File: config.mk
export PLATFORM = sky130hd
export DESIGN_NAME = usart_frame_and_baud_config
export DESIGN_NICKNAME = d
export VERILOG_FILES = /design/src/usart_cfg_pkg.sv /design/src/usart_frame_and_baud_config.sv
export VERILOG_INCLUDE_DIRS = /design/src
export SDC_FILE = /design/constraint.sdc
export NUM_CORES = 1
export LEC_CHECK = 0
export BUFFER_PORTS_ARGS = -buffer_cell sky130_fd_sc_hd__buf_2
export CELL_PAD_IN_SITES_DETAIL_PLACEMENT = 1
export CELL_PAD_IN_SITES_GLOBAL_PLACEMENT = 2
export CORE_MARGIN = 5
export CORE_UTILIZATION = 34
export DETAILED_ROUTE_END_ITERATION = 7
export PLACE_DENSITY = 0.77
export REMOVE_ABC_BUFFERS = 1
export SLEW_MARGIN = 15
export SYNTH_ARGS = -nofsm -noshare
export SYNTH_HDL_FRONTEND = slang
export SYNTH_SLANG_ARGS = --single-unit
export TNS_END_PERCENT = 1
File: constraint.sdc
create_clock -name pclk -period 2.2 [get_ports pclk]
set_clock_uncertainty 0.15 [all_clocks]
set_input_delay 0.11 -clock pclk [delete_from_list [all_inputs] [get_ports pclk]]
set_output_delay 0.11 -clock pclk [all_outputs]
set_load 0.01 [all_outputs]
File: src/usart_cfg_defines.svh
// register offsets, field positions, reset values and timing counts for the usart configuration block
`ifndef USART_CFG_DEFINES_SVH
`define USART_CFG_DEFINES_SVH
`define OFS_FRAME_CONTROL_B    12'h000
`define OFS_FRAME_CONTROL_C    12'h004
`define OFS_BAUD_DIVISOR_LOW   12'h008
`define OFS_BAUD_DIVISOR_HIGH  12'h00C
`define OFS_FRAME_CONTROL_A    12'h010
`define OFS_STATUS             12'h014
`define FCB_CHAR_SIZE_MSB      2
`define FCA_DOUBLE_SPEED       1
`define FCC_MODE_MSB           7
`define FCC_MODE_LSB           6
`define FCC_SIZE_MSB           2
`define FCC_SIZE_LSB           1
`define FCC_POLARITY           0
`define RST_FRAME_CONTROL_B    8'h00
`define RST_FRAME_CONTROL_C    8'h06
`define RST_FRAME_CONTROL_A    8'h00
`define RST_BAUD_DIVISOR       12'h000
`define OVERSAMPLE_NORMAL      5'h10
`define OVERSAMPLE_DOUBLE      5'h08
`define OVERSAMPLE_SYNC        5'h02
`endif

File: src/usart_cfg_pkg.sv
// types shared by the usart configuration block
package usart_cfg_pkg;
  typedef enum logic [3:0] {
    MODE_ASYNC    = 4'b0001,
    MODE_SYNC     = 4'b0010,
    MODE_RESERVED = 4'b0100,
    MODE_SPI      = 4'b1000
  } op_mode_e;
endpackage : usart_cfg_pkg

File: src/usart_frame_and_baud_config.sv
// usart frame format, clock polarity and baud divisor configuration with apb access
// What this block does
// three-bit size code gives 5,6,7,8 or 9 data bits; 100-110 reserved
// sync polarity 0: transmit changes on rising, receive samples falling; 1 swaps
// software keeps polarity bit zero in asynchronous mode
// 12-bit baud divisor: high register four msbs, low register eight lsbs
// software writes zeros to reserved top bits of the high register
// writing the low byte reloads the prescaler at once with the full divisor
// software avoids changing the divisor during a frame; frames may corrupt
// divisor zero gives the maximum bit rate with no divider error
// software picks divisors within half a percent of the target rate
// double speed divides by eight instead of sixteen, async only
// two-bit mode field: async, sync, reserved, spi master
// async bit rate is clock over sixteen or eight times divisor plus one
//
// Added by the designer: the address map and the APB interface to the registers.
`include "usart_cfg_defines.svh"
module usart_frame_and_baud_config #(
  parameter int DIV_W = 12
) (
  input  wire logic        pclk,
  input  wire logic        presetn,
  input  wire logic        psel,
  input  wire logic        penable,
  input  wire logic        pwrite,
  input  wire logic [11:0] paddr,
  input  wire logic [31:0] pwdata,
  output logic      [31:0] prdata,
  output logic             pready,
  output logic             pslverr,
  output logic [3:0]       data_bits,
  output logic             size_reserved,
  output logic [3:0]       operating_mode,
  output logic             bit_tick,
  output logic             sample_tick,
  output logic             sync_clock_pin,
  output logic             sync_tx_change,
  output logic             sync_rx_sample
);
  logic [7:0]       frame_control_b_ff;
  logic [7:0]       frame_control_c_ff;
  logic [7:0]       frame_control_a_ff;
  logic [DIV_W-1:0] baud_divisor_value_ff;
  logic [DIV_W-1:0] presc_cnt_ff;
  logic [4:0]       over_cnt_ff;
  logic [31:0]      prdata_ff;
  logic             pready_ff;
  logic             pslverr_ff;
  logic [3:0]       data_bits_ff;
  logic             size_reserved_ff;
  logic [3:0]       mode_ff;
  logic             bit_tick_ff;
  logic             sample_tick_ff;
  logic             xck_ff;
  logic             tx_change_ff;
  logic             rx_sample_ff;

  wire logic access_w = psel & penable & pready_ff;
  wire logic setup_w  = psel & ~penable;
  wire logic hit_b    = paddr == `OFS_FRAME_CONTROL_B;
  wire logic hit_c    = paddr == `OFS_FRAME_CONTROL_C;
  wire logic hit_lo   = paddr == `OFS_BAUD_DIVISOR_LOW;
  wire logic hit_hi   = paddr == `OFS_BAUD_DIVISOR_HIGH;
  wire logic hit_a    = paddr == `OFS_FRAME_CONTROL_A;
  wire logic hit_st   = paddr == `OFS_STATUS;
  wire logic mapped_w = hit_b | hit_c | hit_lo | hit_hi | hit_a | hit_st;
  wire logic wr_w     = access_w & pwrite & mapped_w;
  wire logic wr_lo_w  = wr_w & hit_lo;

  wire logic [2:0] size_code_w = {frame_control_b_ff[`FCB_CHAR_SIZE_MSB],
                                  frame_control_c_ff[`FCC_SIZE_MSB:`FCC_SIZE_LSB]};
  wire logic [1:0] mode_sel_w  = frame_control_c_ff[`FCC_MODE_MSB:`FCC_MODE_LSB];
  wire logic       polarity_w  = frame_control_c_ff[`FCC_POLARITY];
  wire logic       dbl_w       = frame_control_a_ff[`FCA_DOUBLE_SPEED];

  // size decode
  logic [3:0] nxt_data_bits;
  logic       nxt_size_reserved;
  always_comb begin
    nxt_size_reserved = 1'b0;
    unique case (size_code_w)
      3'b000: nxt_data_bits = 4'h5;
      3'b001: nxt_data_bits = 4'h6;
      3'b010: nxt_data_bits = 4'h7;
      3'b011: nxt_data_bits = 4'h8;
      3'b111: nxt_data_bits = 4'h9;
      default: begin
        nxt_data_bits     = 4'h8;
        nxt_size_reserved = 1'b1;
      end
    endcase
  end

  // mode decode
  usart_cfg_pkg::op_mode_e nxt_mode;
  always_comb begin
    unique case (mode_sel_w)
      2'b00: nxt_mode = usart_cfg_pkg::MODE_ASYNC;
      2'b01: nxt_mode = usart_cfg_pkg::MODE_SYNC;
      2'b10: nxt_mode = usart_cfg_pkg::MODE_RESERVED;
      2'b11: nxt_mode = usart_cfg_pkg::MODE_SPI;
    endcase
  end
  wire logic is_async_w = nxt_mode == usart_cfg_pkg::MODE_ASYNC;
  wire logic is_sync_w  = nxt_mode == usart_cfg_pkg::MODE_SYNC;
  wire logic is_spi_w   = nxt_mode == usart_cfg_pkg::MODE_SPI;

  // oversampling, double speed only counts in async
  wire logic [4:0] over_top_w = is_async_w ? (dbl_w ? `OVERSAMPLE_DOUBLE : `OVERSAMPLE_NORMAL)
                                           : `OVERSAMPLE_SYNC;
  // divisor assembly
  wire logic [DIV_W-1:0] nxt_divisor = hit_lo ? {baud_divisor_value_ff[DIV_W-1:8], pwdata[7:0]}
                                              : {pwdata[DIV_W-9:0], baud_divisor_value_ff[7:0]};
  // zero divisor ticks every clock, exact rate
  wire logic presc_tick_w = presc_cnt_ff == '0;
  // compare with >= so a mode change that shrinks the top value does not run the counter to wrap
  wire logic over_end_w   = presc_tick_w & (over_cnt_ff >= over_top_w - 5'h01);
  wire logic over_half_w  = presc_tick_w & (over_cnt_ff == (over_top_w >> 1) - 5'h01);
  wire logic clk_active_w = is_sync_w | is_spi_w;

  logic [31:0] nxt_prdata;
  always_comb begin
    nxt_prdata = 32'h0000_0000;
    if (hit_b)  nxt_prdata = {24'h00_0000, frame_control_b_ff};
    if (hit_c)  nxt_prdata = {24'h00_0000, frame_control_c_ff};
    if (hit_a)  nxt_prdata = {24'h00_0000, frame_control_a_ff};
    if (hit_lo) nxt_prdata = {24'h00_0000, baud_divisor_value_ff[7:0]};
    // reserved top bits read as zero
    if (hit_hi) nxt_prdata = {28'h000_0000, baud_divisor_value_ff[DIV_W-1:8]};
    if (hit_st) nxt_prdata = {18'h0_0000, xck_ff, size_reserved_ff, mode_ff, data_bits_ff,
                              presc_tick_w, over_cnt_ff[2:0]};
  end

  // apb: no wait state, answer in the cycle after setup
  always_ff @(posedge pclk or negedge presetn) begin
    if (!presetn) begin
      pready_ff <= 1'b0;
    end else begin
      pready_ff <= setup_w;
    end
  end

  // unmapped offsets answer with an error and leave every register alone
  always_ff @(posedge pclk or negedge presetn) begin
    if (!presetn) begin
      pslverr_ff <= 1'b0;
    end else begin
      pslverr_ff <= setup_w & ~mapped_w;
    end
  end

  // read data is latched at setup so it stands for the whole access phase
  always_ff @(posedge pclk or negedge presetn) begin
    if (!presetn) begin
      prdata_ff <= 32'h0000_0000;
    end else if (setup_w & ~pwrite) begin
      prdata_ff <= nxt_prdata;
    end
  end
  assign prdata  = prdata_ff;
  assign pready  = pready_ff;
  assign pslverr = pslverr_ff;

  always_ff @(posedge pclk or negedge presetn) begin
    if (!presetn) begin
      frame_control_b_ff <= `RST_FRAME_CONTROL_B;
    end else if (wr_w & hit_b) begin
      frame_control_b_ff <= pwdata[7:0];
    end
  end

  always_ff @(posedge pclk or negedge presetn) begin
    if (!presetn) begin
      frame_control_c_ff <= `RST_FRAME_CONTROL_C;
    end else if (wr_w & hit_c) begin
      frame_control_c_ff <= pwdata[7:0];
    end
  end

  always_ff @(posedge pclk or negedge presetn) begin
    if (!presetn) begin
      frame_control_a_ff <= `RST_FRAME_CONTROL_A;
    end else if (wr_w & hit_a) begin
      frame_control_a_ff <= pwdata[7:0];
    end
  end

  always_ff @(posedge pclk or negedge presetn) begin
    if (!presetn) begin
      baud_divisor_value_ff <= `RST_BAUD_DIVISOR;
    end else if (wr_w & (hit_lo | hit_hi)) begin
      baud_divisor_value_ff <= nxt_divisor;
    end
  end

  // low write reloads prescaler with full new value
  // prescaler divides by divisor plus one
  logic [DIV_W-1:0] nxt_presc;
  logic [4:0]       nxt_over;
  always_comb begin
    nxt_presc = presc_cnt_ff - {{(DIV_W-1){1'b0}}, 1'b1};
    nxt_over  = over_cnt_ff;
    if (presc_tick_w) begin
      nxt_presc = baud_divisor_value_ff;
      nxt_over  = over_end_w ? 5'h00 : over_cnt_ff + 5'h01;
    end
    if (wr_lo_w) begin
      nxt_presc = nxt_divisor;
      nxt_over  = 5'h00;
    end
  end

  always_ff @(posedge pclk or negedge presetn) begin
    if (!presetn) begin
      presc_cnt_ff <= `RST_BAUD_DIVISOR;
    end else begin
      presc_cnt_ff <= nxt_presc;
    end
  end

  // oversample position; a frame in flight is not protected from a reload
  always_ff @(posedge pclk or negedge presetn) begin
    if (!presetn) begin
      over_cnt_ff <= 5'h00;
    end else begin
      over_cnt_ff <= nxt_over;
    end
  end

  // polarity picks which clock edge changes and which samples
  wire logic rise_w = over_end_w & clk_active_w & ~xck_ff;
  wire logic fall_w = over_end_w & clk_active_w & xck_ff;

  // decoded fields are registered so every output leaves a flip-flop
  always_ff @(posedge pclk or negedge presetn) begin
    if (!presetn) begin
      data_bits_ff     <= 4'h8;
      size_reserved_ff <= 1'b0;
    end else begin
      data_bits_ff     <= nxt_data_bits;
      size_reserved_ff <= nxt_size_reserved;
    end
  end

  always_ff @(posedge pclk or negedge presetn) begin
    if (!presetn) begin
      mode_ff <= 4'b0001;
    end else begin
      mode_ff <= nxt_mode;
    end
  end

  // a reload restarts the count, so the tick of the old count is dropped
  wire logic nxt_bit_tick    = over_end_w & ~wr_lo_w;
  wire logic nxt_sample_tick = over_half_w & is_async_w & ~wr_lo_w;

  always_ff @(posedge pclk or negedge presetn) begin
    if (!presetn) begin
      bit_tick_ff <= 1'b0;
    end else begin
      bit_tick_ff <= nxt_bit_tick;
    end
  end

  always_ff @(posedge pclk or negedge presetn) begin
    if (!presetn) begin
      sample_tick_ff <= 1'b0;
    end else begin
      sample_tick_ff <= nxt_sample_tick;
    end
  end

  // outside the clocked modes the pin rests at the polarity level
  wire logic nxt_xck       = clk_active_w ? (xck_ff ^ over_end_w) : polarity_w;
  wire logic nxt_tx_change = is_sync_w & (polarity_w ? fall_w : rise_w);
  wire logic nxt_rx_sample = is_sync_w & (polarity_w ? rise_w : fall_w);

  always_ff @(posedge pclk or negedge presetn) begin
    if (!presetn) begin
      xck_ff <= 1'b0;
    end else begin
      xck_ff <= nxt_xck;
    end
  end

  always_ff @(posedge pclk or negedge presetn) begin
    if (!presetn) begin
      tx_change_ff <= 1'b0;
      rx_sample_ff <= 1'b0;
    end else begin
      tx_change_ff <= nxt_tx_change;
      rx_sample_ff <= nxt_rx_sample;
    end
  end

  assign data_bits      = data_bits_ff;
  assign size_reserved  = size_reserved_ff;
  assign operating_mode = mode_ff;
  assign bit_tick       = bit_tick_ff;
  assign sample_tick    = sample_tick_ff;
  assign sync_clock_pin = xck_ff;
  assign sync_tx_change = tx_change_ff;
  assign sync_rx_sample = rx_sample_ff;
endmodule : usart_frame_and_baud_config

==> results.cfg <==
[sta]
tightestPinTransition_ns = 0.5566
period_minus_slack_ns = 2.112
clock.fmax_ghz = 0.4734
hold_viol = 0
slew_headroom_pct = 62.89
final.setup.tns_ns = 0
hold_ws_ns = 0.07844
grt_setup_unrepaired = yes
setup_viol = 0
final_max_slew_viol_count = 0
layout_setup_ws_ns = 0.08777
timing.final.crit_share_pct = 96.01

[yosys]
ys.flop_type = dfrtp_1
yosysSeqAreaShare_pct = 51.06
avgSynthCellArea_um2 = 10.76
yosys_warnings = 0
synth.distinct_cells = 53
ys_ff_latch = 83
synthCells = 379
yosysMostFrequentCell = dfrtp_1
synth.cell_area_um2 = 4078
synth_top_area_cell = dfrtp_1
async_reset_ff_share_pct = 100.0
synth_common_cells = dfrtp_1 (79), nand2_1 (46), mux2_2 (29), nor2_1 (26), o21ai_0 (24)
synth_area_leaders = dfrtp_1 (48%), mux2_2 (8.0%), nand2_1 (4.2%)
synth_edf_count = 0
synth_top_area_share_pct = 48.48

[min_path]
min_path_type = in2reg

[setup_path]
cp_slowest_stage_delay_ns = 0.43
crit_type = reg2reg
cpLargestDelayFamily = compound AO/OA/AOI/OAI gates
worstPathArrival_ns = 2.18
crit_slowest_cell = dfrtp_1
cp_cell_sequence = or2_4, ha_1, a211oi_2, o21ai_2, o211ai_1, buf_4, xor2_1, a21oi_1
required_ns = 2.27
path_buf_inv = 1
cp-end-kind = flip-flop
crit_fanout = 5
start_kind = flip-flop

[cts]
cts_buffers = 9
clock_latency_ns = 0.34
cts-root-buf = clkbuf_16
clk_pin_slew_ns = 0.06
cts_sinks = 83
htree_levels = 3
cts_tree = done
cts_buffer_depth = 2

[run_status]
status = finished, final reports clean

[power]
vdd_ir_drop_max_uv = 408.2
combPwrFrac_pct = 7.6
p_leak_nw = 2.460
p_sw_share_pct = 24.20
p_int_w = 0.002557
p_sw_w = 0.0008161
power_density_nw_per_um2 = 656.2
seq_power_share_pct = 48.3
pwr-share-clk_pct = 44.1

[drt]
via_count = 3195
drc = 0
routedWlPerCell_um = 18.49
via_per_inst = 5.112
dr.pass1.iters = 4
routed_wl_mm = 11.56
drt-initial-drc-count = 162
final_antenna_net_count = 0

[grt]
grt_pass1_wl_mm = 18.67
grtUsageTotal_pct = 16.68
grt.overflow.total = 0
grt_pass1_vias = 3409
grt_max_degree = 39
antenna_found_initial = 0

[finish]
syn_to_final_growth_pct = 26.05
layout-drive-gt1-share_pct = 32.43
fin_util_pct = 43.33
fin_cells = 625
nNetsFinal = 529
diodes = 0

[placement]
dp_hpwl_mm = 8.530
dp_cells = 597
place.gp.congestion = 0.8217
port_buffers = 54
pre_cts_slack_ns = -0.08199

[floorplanning]
core_area_um2 = 11860
die_area_um2 = 14280
start_util_pct = 34.38
dieWidth_um = 119.5
row_count = 40
die_height_um = 119.5
ios = 97

[run]
max_cap_violations = 0
-- placed cells by master, fill, tap and decap left out, types with 3 or more instances in the layout --
cell type | netlist | layout
dfrtp_1 | 79 | 79
buf_2 | 2 | 53
nand2_1 | 46 | 46
mux2_2 | 29 | 29
buf_4 | 19 | 27
nor2_1 | 26 | 26
o21ai_0 | 24 | 22
conb_1 | 2 | 19
a21oi_1 | 18 | 18
xor2_1 | 11 | 11
dlygate4sd3_1 | 0 | 11
clkbuf_16 | 0 | 9
inv_1 | 8 | 8
nand3_1 | 8 | 8
nor3_1 | 6 | 6
a22o_1 | 6 | 6
mux2i_1 | 6 | 6
ha_1 | 7 | 6
nand4_1 | 5 | 5
nand2b_1 | 5 | 5
xnor2_1 | 5 | 5
nor2b_1 | 4 | 4
nor3_4 | 4 | 4
a222oi_1 | 4 | 4
dfstp_2 | 4 | 4
buf_12 | 0 | 4
or3_1 | 4 | 3
and2_1 | 3 | 3
a22oi_1 | 3 | 3
clkbuf_1 | 6 | 3
-- sequential cells by signal (all words and copies together), names as in the netlist, 4 cells and up --
name / count
baud_divisor_value_ff: 12
data_bits: 4
frame_control_a_ff: 8
frame_control_b_ff: 8
frame_control_c_ff: 8
operating_mode: 4
over_cnt_ff: 5
prdata: 14
presc_cnt_ff: 12
-- worst reg2reg max path, cell delays in order, from the launching register on --
cell and delay, ns:
dfrtp_1 0.43, or2_4 0.29, ha_1 0.30, a211oi_2 0.22, o21ai_2 0.09, o211ai_1 0.10
buf_4 0.18, xor2_1 0.16, a21oi_1 0.08
-- worst paths after layout --
path	slack [ns]	cells past startpoint	start	endpoint
worst max-delay path	0.09	8	frame_control_c_ff[7]$_DFFE_PN0P_	sync_clock_pin$_DFF_PN0_
min in group asynchronous	0.14	2	presetn	bit_tick$_DFF_PN0_
max in group asynchronous	1.07	3	presetn	frame_control_c_ff[2]$_DFFE_PN1P_
worst min register to register	0.33	2	prdata[6]$_DFFE_PN0P_	prdata[6]$_DFFE_PN0P_
worst min-delay path	0.08	4	pwrite	prdata[0]$_DFFE_PN0P_
worst max register to register	0.09	8	frame_control_c_ff[7]$_DFFE_PN0P_	sync_clock_pin$_DFF_PN0_
-- through the flow --
step	total power, W	instance area [µm²]
after floorplan	0.001754	3959
after detailed placement	0.001892	4683
after CTS	0.003418	5090
final	0.003373	5140
after global placement	0.001882	4683
after global routing	0.003530	5140
-- metal layers --
metal  vias up  wire length (µm)  GRT usage, %
met2        71              5731         27.61
met4         0               120         4.438
met1      1627              5122         22.10
li1       1488                 -             -
met3         9               585         3.817
met5         -                 0             0
-- logic make-up after synthesis --
| logic type | synth area share (%) |
|---|---|
| buffers and inverters | 5.216 |
| other | 0.1842 |
| AND/OR/NAND/NOR | 17.92 |
| AO/OA/AOI/OAI | 10.00 |
| multiplexers | 10.03 |
| adder cells (fa/ha/maj) | 2.148 |
| XOR/XNOR | 3.437 |
| flip-flops | 51.06 |
-- power groups by stage --
stage | logic (W) | registers, W | clock network [W]
final | 0.000256 | 0.00163 | 0.00149
after global routing | 0.000292 | 0.00164 | 0.00160
after CTS | 0.000260 | 0.00162 | 0.00154
after detailed placement | 0.000243 | 0.00165 | 0
after global placement | 0.000236 | 0.00165 | 0
after floorplan | 0.000112 | 0.00164 | 0
-- cell type report --
class | instances | area [µm²]
clock buffers | 12 | 236.5
clock inverters | 4 | 52.55
fillers | 1330 | 6721
inverters | 8 | 30.03
multi-input cells | 276 | 1897
flip-flops and latches | 83 | 2082
well taps | 147 | 183.9
repair buffers | 95 | 658.1
-- timing repair --
action	4_1_cts	5_1_grt
endpoints found under the hold margin	80	0
hold buffers	11	0
gates resized for setup	1	10
pin swaps	1	4
setup buffers	1	0
endpoints found under the setup margin	7	17
Power figures use the tool's default switching activity.
